`src/hdl/scss_pkg.sv`:
```
// Constants, field layouts and carrier types of the clock source selector
package scss_pkg;

  // ---------------------------------------------------------------
  // Register addresses
  // ---------------------------------------------------------------
  localparam logic [7:0] ADDR_CLK_SEL  = 8'h8f;
  localparam logic [7:0] ADDR_LF_CTRL  = 8'had;
  localparam logic [7:0] ADDR_EXT_CTRL = 8'hb6;

  // ---------------------------------------------------------------
  // Reset values and write masks
  // ---------------------------------------------------------------
  localparam logic [7:0] CLK_SEL_RST   = 8'h00;
  localparam logic [7:0] LF_CTRL_RST   = 8'h00;
  localparam logic [7:0] EXT_CTRL_RST  = 8'h00;
  localparam logic [7:0] CLK_SEL_WMASK = 8'h37;
  localparam logic [7:0] LF_CTRL_WMASK = 8'hbf;
  localparam logic [7:0] EXT_CTRL_WMASK = 8'h77;
  localparam logic [7:0] RD_UNMAPPED   = 8'h00;

  // ---------------------------------------------------------------
  // Field positions
  // ---------------------------------------------------------------
  localparam int LF_EN_BIT      = 7;
  localparam int LF_RDY_BIT     = 6;
  localparam int LF_TRIM_LSB    = 2;
  localparam int LF_DIV_LSB     = 0;
  localparam int SEL_ODIV_LSB   = 4;
  localparam int SEL_SRC_LSB    = 0;
  localparam int EXT_VALID_BIT  = 7;
  localparam int EXT_MODE_LSB   = 4;
  localparam int EXT_FCN_LSB    = 0;

  // ---------------------------------------------------------------
  // Encodings
  // ---------------------------------------------------------------
  localparam logic [2:0] SRC_CODE_HF  = 3'h0;
  localparam logic [2:0] SRC_CODE_EXT = 3'h1;
  localparam logic [2:0] SRC_CODE_LF  = 3'h2;
  localparam logic [2:0] SRC_CODE_PLL = 3'h4;
  localparam logic [2:0] XMODE_CMOS     = 3'h2;
  localparam logic [2:0] XMODE_CMOS_DIV = 3'h3;
  localparam logic [1:0] XMODE_XTAL_HI  = 2'h3;
  localparam logic [1:0] XMODE_OFF_HI   = 2'h0;

  // Index of each asynchronous input in the synchroniser vector
  localparam int SY_HF   = 0;
  localparam int SY_LF   = 1;
  localparam int SY_EXT  = 2;
  localparam int SY_PLL  = 3;
  localparam int SY_LFOK = 4;
  localparam int SY_XOK  = 5;
  localparam int SY_LOCK = 6;
  localparam int SY_N    = 7;

  // ---------------------------------------------------------------
  // Types
  // ---------------------------------------------------------------
  typedef enum logic [1:0] {SRC_HF, SRC_EXT, SRC_LF, SRC_PLL} scss_src_e;

  typedef struct packed {
    logic [7:0] addr;
    logic       wr;
    logic [7:0] wdata;
  } scss_sfr_req_s;

  typedef struct packed {
    logic        pulse;
    logic [15:0] value;
  } scss_cap_s;

endpackage

```
`src/hdl/scss_div.sv`:
```
// Edge-counting clock divider by 1, 2, 4 or 8 for sampled clock levels
`timescale 1ns/1ps
`default_nettype none
module scss_div (
  // Clock and reset
  input  wire logic       clock_in,
  input  wire logic       srst_in,
  // Sampled clock and log2 of the ratio
  input  wire logic       level_in,
  input  wire logic [1:0] shift_in,
  // Divided level
  output logic            level_out
);

  logic [3:0] cnt_r;
  logic       prev_r;
  logic       out_r;

  // Counter steps on every transition, so bit k runs at input/2^k
  wire        edge_w  = level_in ^ prev_r;
  wire  [3:0] cnt_nxt = edge_w ? 4'(cnt_r + 4'h1) : cnt_r;
  wire        out_nxt = cnt_nxt[shift_in];

  always_ff @(posedge clock_in) begin
    if (srst_in) begin
      cnt_r  <= 4'h0;
      prev_r <= 1'b0;
      out_r  <= 1'b0;
    end else begin
      cnt_r  <= cnt_nxt;
      prev_r <= level_in;
      out_r  <= out_nxt;
    end
  end

  assign level_out = out_r;

endmodule
`default_nettype wire

```
`src/hdl/scss_top.sv`:
```
// Clock source select, oscillator control registers and capture logic
`timescale 1ns/1ps
`default_nettype none
module scss_top (
  // Clock and reset
  input  wire logic                   clock_in,
  input  wire logic                   srst_in,
  // Special-function register port
  input  wire scss_pkg::scss_sfr_req_s sfr_req_in,
  output logic [7:0]                  sfr_rdata_out,
  // Settings held in other registers of the device
  input  wire logic [1:0]             high_freq_divider_in,
  input  wire logic [3:0]             trim_cal_in,
  // Raw oscillator levels and analog status
  input  wire logic                   hf_osc_in,
  input  wire logic                   lf_osc_in,
  input  wire logic                   ext_osc_in,
  input  wire logic                   pll_clk_in,
  input  wire logic                   lf_settled_in,
  input  wire logic                   xtal_stable_in,
  input  wire logic                   pll_locked_in,
  // Timer capture
  input  wire logic                   t2_capture_mode_in,
  input  wire logic                   t3_capture_mode_in,
  input  wire logic [15:0]            t2_count_in,
  input  wire logic [15:0]            t3_count_in,
  output scss_pkg::scss_cap_s         t2_cap_out,
  output scss_pkg::scss_cap_s         t3_cap_out,
  // Oscillator controls
  output logic                        low_freq_osc_enable_out,
  output logic [3:0]                  low_freq_fine_tune_out,
  output logic [2:0]                  external_osc_mode_out,
  output logic [2:0]                  external_freq_control_out,
  output logic                        pll_lock_flag_out,
  // Clocks
  output logic                        system_clock_out,
  output logic                        clock_pin_out,
  output logic                        ext_timer_clock_out,
  output scss_pkg::scss_src_e         active_source_out,
  // Crystal pin takeover
  output logic                        crystal_pin_in_claim_out,
  output logic                        crystal_pin_out_claim_out
);
  import scss_pkg::*;

  // ---------------------------------------------------------------
  // Synchronisers
  // ---------------------------------------------------------------
  logic [SY_N-1:0] sync1_r;
  logic [SY_N-1:0] sync_r;
  wire  [SY_N-1:0] raw_w = {pll_locked_in, xtal_stable_in, lf_settled_in,
                            pll_clk_in, ext_osc_in, lf_osc_in, hf_osc_in};

  always_ff @(posedge clock_in) begin
    if (srst_in) begin
      sync1_r <= '0;
      sync_r  <= '0;
    end else begin
      sync1_r <= raw_w;
      sync_r  <= sync1_r;
    end
  end

  // ---------------------------------------------------------------
  // Registers
  // ---------------------------------------------------------------
  logic [7:0] clk_sel_r;
  logic [7:0] lf_ctrl_r;
  logic [7:0] ext_ctrl_r;

  wire wr_sel_w = sfr_req_in.wr && (sfr_req_in.addr == ADDR_CLK_SEL);
  wire wr_lf_w  = sfr_req_in.wr && (sfr_req_in.addr == ADDR_LF_CTRL);
  wire wr_ext_w = sfr_req_in.wr && (sfr_req_in.addr == ADDR_EXT_CTRL);
  // Trim is reloaded from the calibration fuses on every reset
  wire [7:0] lf_rst_w = LF_CTRL_RST |
                        8'({trim_cal_in, 2'b00});

  always_ff @(posedge clock_in) begin
    if (srst_in) begin
      clk_sel_r  <= CLK_SEL_RST;
      lf_ctrl_r  <= lf_rst_w;
      ext_ctrl_r <= EXT_CTRL_RST;
    end else begin
      if (wr_sel_w)
        clk_sel_r  <= sfr_req_in.wdata & CLK_SEL_WMASK;
      if (wr_lf_w)
        lf_ctrl_r  <= sfr_req_in.wdata & LF_CTRL_WMASK;
      if (wr_ext_w)
        ext_ctrl_r <= sfr_req_in.wdata & EXT_CTRL_WMASK;
    end
  end

  // ---------------------------------------------------------------
  // Field decode
  // ---------------------------------------------------------------
  wire       lf_en_w   = lf_ctrl_r[LF_EN_BIT];
  wire [3:0] lf_trim_w = lf_ctrl_r[LF_TRIM_LSB +: 4];
  wire [1:0] lf_div_w  = lf_ctrl_r[LF_DIV_LSB +: 2];
  wire [1:0] odiv_w    = clk_sel_r[SEL_ODIV_LSB +: 2];
  wire [2:0] src_w     = clk_sel_r[SEL_SRC_LSB +: 3];
  wire [2:0] xmode_w   = ext_ctrl_r[EXT_MODE_LSB +: 3];
  wire [2:0] external_freq_control_w    = ext_ctrl_r[EXT_FCN_LSB +: 3];
  wire       x_off_w   = (xmode_w[2:1] == XMODE_OFF_HI);
  wire       x_xtal_w  = (xmode_w[2:1] == XMODE_XTAL_HI);
  // CMOS and crystal modes with the extra halving stage
  wire       x_half_w  = (xmode_w == XMODE_CMOS_DIV) || (xmode_w == 3'h7);

  wire lf_ready_w = lf_en_w && sync_r[SY_LFOK];
  wire x_valid_w  = x_xtal_w && sync_r[SY_XOK];

  // ---------------------------------------------------------------
  // Read port
  // ---------------------------------------------------------------
  logic [7:0] rdata_r;
  wire  [7:0] rd_lf_w  = {lf_en_w, lf_ready_w, lf_trim_w, lf_div_w};
  wire  [7:0] rd_ext_w = {x_valid_w, xmode_w, 1'b0, external_freq_control_w};
  wire  [7:0] rd_sel_w = {2'b00, odiv_w, 1'b0, src_w};
  wire  [7:0] rd_nxt   =
    (sfr_req_in.addr == ADDR_CLK_SEL)  ? rd_sel_w :
    (sfr_req_in.addr == ADDR_LF_CTRL)  ? rd_lf_w  :
    (sfr_req_in.addr == ADDR_EXT_CTRL) ? rd_ext_w : RD_UNMAPPED;

  always_ff @(posedge clock_in) begin
    if (srst_in)
      rdata_r <= RD_UNMAPPED;
    else
      rdata_r <= rd_nxt;
  end

  // ---------------------------------------------------------------
  // Oscillator sources and dividers
  // ---------------------------------------------------------------
  logic hf_lvl_w;
  logic lf_lvl_w;
  logic ext_half_r;
  logic ext_lvl_r;
  logic ext_prev_r;
  logic pll_lock_r;

  // Gating here is what stops the slow oscillator when disabled
  wire lf_run_w = lf_en_w && sync_r[SY_LF];

  scss_div u_lf_div (
    .clock_in  (clock_in),
    .srst_in   (srst_in),
    .level_in  (lf_run_w),
    .shift_in  (~lf_div_w),
    .level_out (lf_lvl_w)
  );

  scss_div u_hf_div (
    .clock_in  (clock_in),
    .srst_in   (srst_in),
    .level_in  (sync_r[SY_HF]),
    .shift_in  (~high_freq_divider_in),
    .level_out (hf_lvl_w)
  );

  // External clock runs whatever source drives the system clock
  wire ext_rise_w = sync_r[SY_EXT] && !ext_prev_r;
  wire ext_nxt    = x_off_w  ? 1'b0 :
                    x_half_w ? (ext_half_r ^ ext_rise_w) :
                               sync_r[SY_EXT];

  always_ff @(posedge clock_in) begin
    if (srst_in) begin
      ext_half_r <= 1'b0;
      ext_prev_r <= 1'b0;
      ext_lvl_r  <= 1'b0;
      pll_lock_r <= 1'b0;
    end else begin
      ext_prev_r <= sync_r[SY_EXT];
      ext_half_r <= ext_half_r ^ ext_rise_w;
      ext_lvl_r  <= ext_nxt;
      pll_lock_r <= sync_r[SY_LOCK];
    end
  end

  // ---------------------------------------------------------------
  // Glitch-free source switch
  // ---------------------------------------------------------------
  scss_src_e  cur_r;
  scss_src_e  req_w;
  logic       req_ok_w;
  logic       sys_r;
  wire  [3:0] src_lvl_w = {sync_r[SY_PLL], lf_lvl_w, ext_lvl_r, hf_lvl_w};

  // Reserved codes keep the present source rather than stop the core
  always_comb begin
    req_ok_w = 1'b1;
    req_w    = cur_r;
    unique case (src_w)
      SRC_CODE_HF:  req_w = SRC_HF;
      SRC_CODE_EXT: req_w = SRC_EXT;
      SRC_CODE_LF:  req_w = SRC_LF;
      SRC_CODE_PLL: req_w = SRC_PLL;
      default:      req_ok_w = 1'b0;
    endcase
  end

  // Handover only while both clocks are low, so no pulse is shortened;
  // a new source stopped low is taken once the old one is low, one stopped high holds the old one (software selects settled ones)
  wire switch_w = req_ok_w && (req_w != cur_r) &&
                  !src_lvl_w[cur_r] && !src_lvl_w[req_w];
  wire scss_src_e cur_nxt = switch_w ? req_w : cur_r;

  always_ff @(posedge clock_in) begin
    if (srst_in) begin
      cur_r <= SRC_HF;
      sys_r <= 1'b0;
    end else begin
      cur_r <= cur_nxt;
      sys_r <= src_lvl_w[cur_r];
    end
  end

  scss_div u_out_div (
    .clock_in  (clock_in),
    .srst_in   (srst_in),
    .level_in  (sys_r),
    .shift_in  (odiv_w),
    .level_out (clock_pin_out)
  );

  // ---------------------------------------------------------------
  // Calibration capture
  // ---------------------------------------------------------------
  logic      lf_prev_r;
  scss_cap_s t2_r;
  scss_cap_s t3_r;
  wire lf_fall_w = lf_prev_r && !lf_lvl_w;
  wire lf_rise_w = !lf_prev_r && lf_lvl_w;
  wire t2_hit_w  = t2_capture_mode_in && lf_fall_w;
  wire t3_hit_w  = t3_capture_mode_in && lf_rise_w;

  always_ff @(posedge clock_in) begin
    if (srst_in) begin
      lf_prev_r <= 1'b0;
      t2_r      <= '0;
      t3_r      <= '0;
    end else begin
      lf_prev_r   <= lf_lvl_w;
      t2_r.pulse  <= t2_hit_w;
      t3_r.pulse  <= t3_hit_w;
      if (t2_hit_w)
        t2_r.value <= t2_count_in;
      if (t3_hit_w)
        t3_r.value <= t3_count_in;
    end
  end

  // ---------------------------------------------------------------
  // Outputs
  // ---------------------------------------------------------------
  logic claim1_r;
  logic claim2_r;

  always_ff @(posedge clock_in) begin
    if (srst_in) begin
      claim1_r <= 1'b0;
      claim2_r <= 1'b0;
    end else begin
      claim1_r <= x_xtal_w;
      claim2_r <= !x_off_w;
    end
  end

  assign sfr_rdata_out             = rdata_r;
  assign t2_cap_out                = t2_r;
  assign t3_cap_out                = t3_r;
  assign low_freq_osc_enable_out   = lf_en_w;
  assign low_freq_fine_tune_out    = lf_trim_w;
  assign external_osc_mode_out     = xmode_w;
  assign external_freq_control_out = external_freq_control_w;
  assign pll_lock_flag_out         = pll_lock_r;
  assign system_clock_out          = sys_r;
  assign ext_timer_clock_out       = ext_lvl_r;
  assign active_source_out         = cur_r;
  assign crystal_pin_in_claim_out  = claim1_r;
  assign crystal_pin_out_claim_out = claim2_r;

  // ---------------------------------------------------------------
  // Assertions
  // ---------------------------------------------------------------
  // Disabled for two samples: the slow divider must see no further edge
  property p_lf_gate;
    @(posedge clock_in) disable iff (srst_in)
      !lf_en_w && !$past(lf_en_w) |=> $stable(u_lf_div.cnt_r);
  endproperty
  a_lf_gate: assert property (p_lf_gate)
    else $error("slow oscillator ran while disabled");

  property p_lf_ready;
    @(posedge clock_in) disable iff (srst_in)
      $past(sfr_req_in.addr) == ADDR_LF_CTRL && sfr_rdata_out[LF_RDY_BIT]
        |-> $past(lf_en_w);
  endproperty
  a_lf_ready: assert property (p_lf_ready)
    else $error("ready bit read one with oscillator disabled");

  property p_xvalid;
    @(posedge clock_in) disable iff (srst_in)
      $past(sfr_req_in.addr) == ADDR_EXT_CTRL && sfr_rdata_out[EXT_VALID_BIT]
        |-> $past(x_xtal_w) && $past(sync_r[SY_XOK]);
  endproperty
  a_xvalid: assert property (p_xvalid)
    else $error("crystal valid read one outside crystal mode");

  property p_rsv_zero;
    @(posedge clock_in) disable iff (srst_in)
      $past(sfr_req_in.addr) == ADDR_EXT_CTRL |-> !sfr_rdata_out[3]
        && sfr_rdata_out[6:4] == $past(xmode_w);
  endproperty
  a_rsv_zero: assert property (p_rsv_zero)
    else $error("external control bit 3 read nonzero");

  property p_sel_reset;
    @(posedge clock_in)
      srst_in |=> clk_sel_r == CLK_SEL_RST && ext_ctrl_r == EXT_CTRL_RST;
  endproperty
  a_sel_reset: assert property (p_sel_reset)
    else $error("select or external register not cleared by reset");

  property p_switch_low;
    @(posedge clock_in) disable iff (srst_in)
      cur_r != $past(cur_r) |-> !$past(src_lvl_w[cur_r])
        && ($past(src_lvl_w) & (4'h1 << cur_r)) == 4'h0;
  endproperty
  a_switch_low: assert property (p_switch_low)
    else $error("source changed while old or new clock high");

  property p_cap2;
    @(posedge clock_in) disable iff (srst_in)
      t2_cap_out.pulse |-> t2_cap_out.value == $past(t2_count_in)
        && $past(lf_prev_r) && !$past(lf_lvl_w);
  endproperty
  a_cap2: assert property (p_cap2)
    else $error("timer two capture wrong value or edge");

  property p_cap3;
    @(posedge clock_in) disable iff (srst_in)
      t3_cap_out.pulse |-> t3_cap_out.value == $past(t3_count_in)
        && !$past(lf_prev_r) && $past(lf_lvl_w);
  endproperty
  a_cap3: assert property (p_cap3)
    else $error("timer three capture wrong value or edge");

  property p_claim;
    @(posedge clock_in) disable iff (srst_in)
      crystal_pin_in_claim_out |-> crystal_pin_out_claim_out
        && $past(xmode_w[2:1]) == XMODE_XTAL_HI;
  endproperty
  a_claim: assert property (p_claim)
    else $error("first crystal pin claimed outside crystal mode");

endmodule
`default_nettype wire

```
`config.mk`:
```
export PLATFORM = sky130hd
export DESIGN_NAME = scss_top
export DESIGN_NICKNAME = d
export VERILOG_FILES = /design/src/hdl/scss_pkg.sv /design/src/hdl/scss_div.sv /design/src/hdl/scss_top.sv
export SDC_FILE = /design/constraint.sdc
export NUM_CORES = 1
export LEC_CHECK = 0
export BUFFER_PORTS_ARGS = -buffer_cell sky130_fd_sc_hd__clkbuf_2
export CAP_MARGIN = 25
export CORE_UTILIZATION = 45
export CTS_CLUSTER_DIAMETER = 200
export DETAILED_ROUTE_END_ITERATION = 7
export PLACE_DENSITY_LB_ADDON = 0.3
export REMOVE_ABC_BUFFERS = 1
export SYNTH_ARGS = -nofsm -noshare
export SYNTH_HDL_FRONTEND = slang
export SYNTH_SLANG_ARGS = --single-unit
```
`constraint.sdc`:
```
create_clock -name clock_in -period 1.3 [get_ports clock_in]
set_input_delay 0.13 -clock clock_in [delete_from_list [all_inputs] [get_ports clock_in]]
set_output_delay 0.13 -clock clock_in [all_outputs]
set_load 0.01 [all_outputs]
```
==> impl_metrics.env <==
export IMPL_cts_buffer_depth=2
export IMPL_violations="setup timing"
export IMPL_synth_seq_cells=102
export IMPL_cts_clk_slew_worst_paths_ps=80
export IMPL_synth_avg_cell_area_um2=9.02
export IMPL_die_y_um=95.9
export IMPL_syn_to_final_growth_pct=39.5
export IMPL_synth_flop_cell="dfxtp_1"
export IMPL_dieArea_um2=9200
export IMPL_slowest_stage="dfxtp_4"
export IMPL_dr_total_vias=3690
export IMPL_synth_fa_ha_area_frac=0.00946
export IMPL_wl_um=9860
export IMPL_power_frac_seq=0.583
export IMPL_power_density_nw_per_um2=996
export IMPL_max_freq_mhz=661
export IMPL_layout_common_cells="clkbuf_2 (125), dfxtp_1 (87), nand2_1 (86)"
export IMPL_worstMarginPinSlew_ps=370
export IMPL_ios=127
export IMPL_power_leakage_uw=0.00240
export IMPL_seq_area_frac_synth=0.525
export IMPL_fin_cells=732
export IMPL_multi_input_area_um2=1790
export IMPL_antennaDiodeCount=0
export IMPL_swShare=0.222
export IMPL_power_switching_uw=1230
export IMPL_initialDrtViolationCount=220
export IMPL_yosys_warnings=0
export IMPL_fin_crit_sh=1.16
export IMPL_row_count=33
export IMPL_synth_edf_count=4
export IMPL_drv_slew=0
export IMPL_antenna_found_initial=0
export IMPL_dpl_hpwl_um=6810
export IMPL_start_util=0.474
export IMPL_root_buffer="clkbuf_8"
export IMPL_combinationalPowerShare=0.079
export IMPL_avgRoutedWirePerCell_um=13.5
export IMPL_synth_largest_area_cell="dfxtp_1"
export IMPL_firstDrtPassIters=4
export IMPL_maxSlewHeadroom=0.753
export IMPL_synth_compound_area_frac=0.123
export IMPL_grt_remaining_overflow=0
export IMPL_grt_max_degree=33
export IMPL_total_power_uw=5520
export IMPL_synth_area_mux_share=0.0467
export IMPL_cp_required_ps=1570
export IMPL_p_int_uw=4290
export IMPL_finalHoldViolations=0
export IMPL_clock_sinks=102
export IMPL_rsz0062_at_grt="true"
export IMPL_preCtsSetupSlack_ps=-332
export IMPL_design_core_area_um2=8380
export IMPL_insertion_delay_ps=340
export IMPL_tritoncts="built"
export IMPL_port_buffers=126
export IMPL_ys_top_cells_by_area="dfxtp_1 (49%), nand2_1 (8.1%), a21oi_1 (5.4%)"
export IMPL_hold_ws_ps=16.8
export IMPL_path_cells="buf_6 -> nor2_1 -> o32a_1 -> o21a_1 -> a31o_2 -> a21oi_2"
export IMPL_grt_pass1_vias=3410
export IMPL_synthCells=440
export IMPL_synth_top_area_frac=0.494
export IMPL_htreeDepth=3
export IMPL_final_layout_size_suffix_gt1_frac=0.341
export IMPL_hp_class="input port to register"
export IMPL_ir_drop_v=0.000485
export IMPL_ant_nets=0
export IMPL_synth_simple_area_share=0.226
export IMPL_start_kind="register"
export IMPL_num_fill_cells=691
export IMPL_outcome="finished, violations left"
export IMPL_crit_path_max_incr_delay_ps=400
export IMPL_fin_crit_ps=1510
export IMPL_gp_congestion=0.884
export IMPL_cap_violations=0
export IMPL_grt_pass1_wl_um=14800
export IMPL_synth_top_family_by_area="simple AND/OR/NAND/NOR gates"
export IMPL_cp_end_kind="register"
export IMPL_path_class="register to register"
export IMPL_dieWidth_um=95.9
export IMPL_setup_slack_ps=-213
export IMPL_critPathMaxFanout=6
export IMPL_route_detailed_drc=0
export IMPL_grt_use_total=0.206
export IMPL_placed_cells=679
export IMPL_viasPerCell=5.04
export IMPL_syn_area_um2=3970
export IMPL_regArea_um2=2110
export IMPL_synthArstFlopShare=0
export IMPL_p_clk_frac=0.338
export IMPL_cts_made_buffers=9
export IMPL_crit_arrival_ps=1780
export IMPL_synthXorXnorAreaFrac=0.0303
export IMPL_fin_skew_ps=8.53
export IMPL_final_common_cell="clkbuf_2"
export IMPL_ys_types=52
export IMPL_final_nets=692
export IMPL_setup_viol=5
==> registers in the layout, indices dropped and copies added (netlist names), 2 cells and up <==
| register | flops |
|---|---|
| active_source_out | 2 |
| clk_sel_r | 5 |
| ext_ctrl_r | 6 |
| lf_ctrl_r | 7 |
| sfr_rdata_out | 8 |
| sync1_r | 7 |
| sync_r | 7 |
| t2_cap_out | 17 |
| t3_cap_out | 17 |
| u_hf_div.cnt_r | 4 |
| u_lf_div.cnt_r | 4 |
| u_out_div.cnt_r | 4 |
==> layer usage <==
metal	vias up	routed length, um	GRT usage
li1	1844	-	-
met1	1723	4060	0.242
met2	103	5180	0.371
met3	20	443	0.0355
met4	0	185	0.0821
met5	-	0	0
==> logic make-up (layout without fill, tap and decap cells) <==
logic type,after synthesis,after routing
AND/OR/NAND/NOR,192,192
flip-flops,102,102
XOR/XNOR,12,12
buffers and inverters,35,222
multiplexers,17,17
adder cells (fa/ha/maj),3,3
AO/OA/AOI/OAI,79,79
==> Yosys cell counts (all sizes together) (4+ instances only) <==
cell / number
dfxtp: 98
nand2: 86
a21oi: 43
nor2: 39
nor2b: 23
clkbuf: 17
buf: 15
mux2i: 14
nand3: 11
xor2: 8
o21ai: 7
and2: 6
a22o: 5
a22oi: 5
nand4: 5
and3: 4
edfxtp: 4
nand3b: 4
xnor2: 4
==> path summary, 6_finish.rpt <==
| check | startpoint | to | slack, ps | cells after the start |
|---|---|---|---|---|
| setup / recovery | active_source_out[0] | active_source_out[0] | -210 | 6 |
| hold / removal | t3_count_in[0] | t3_cap_out[0] | 20 | 3 |
| hold reg to reg | sync1_r[0] | sync_r[0] | 440 | 1 |
| setup reg to reg | active_source_out[0] | active_source_out[0] | -210 | 6 |
==> critical path, delay by kind of cell (launching register included) <==
kind                   cells  cell delay, ps
AO/OA/AOI/OAI              4             870
flip-flops                 1             400
buffers and inverters      1             120
AND/OR/NAND/NOR            1              50
==> area by class of cell <==
cell class / instances / share of cell area
Clock buffer: 13 / 0.0307
Multi-Input combinational cell: 303 / 0.322
Tap cell: 105 / 0.0237
Sequential cell: 102 / 0.380
Clock inverter: 2 / 0.00271
Inverter: 3 / 0.00203
Timing Repair Buffer: 204 / 0.238
==> through the flow <==
stage / cell area [um^2] / setup TNS [ps] / util
2_1_floorplan: 3820 / -10000 / -
3_3_place_gp: 4900 / -1470 / 0.585
3_5_place_dp: 4900 / -2240 / 0.585
4_1_cts: 5490 / -497 / 0.654
5_1_grt: 5540 / -1020 / 0.661
6_report: 5540 / -624 / 0.661
==> timing repair <==
item                                   in CTS  in global routing
setup buffers                               2                  3
pin swaps                                  12                 10
setup endpoints to repair                   6                 17
hold buffers                               32                  1
gates resized for setup                    22                 11
endpoints found under the hold margin      32                  1
==> power groups by stage <==
| stage | Sequential (uW) | Combinational, uW | Clock, uW |
|---|---|---|---|
| 2_1_floorplan | 3300 | 99.4 | 0 |
| 5_1_grt | 3220 | 479 | 2030 |
| 3_5_place_dp | 3300 | 351 | 0 |
| 6_report | 3220 | 438 | 1860 |
| 4_1_cts | 3220 | 432 | 1930 |
| 3_3_place_gp | 3290 | 345 | 0 |
Power figures use the tool's default switching activity.
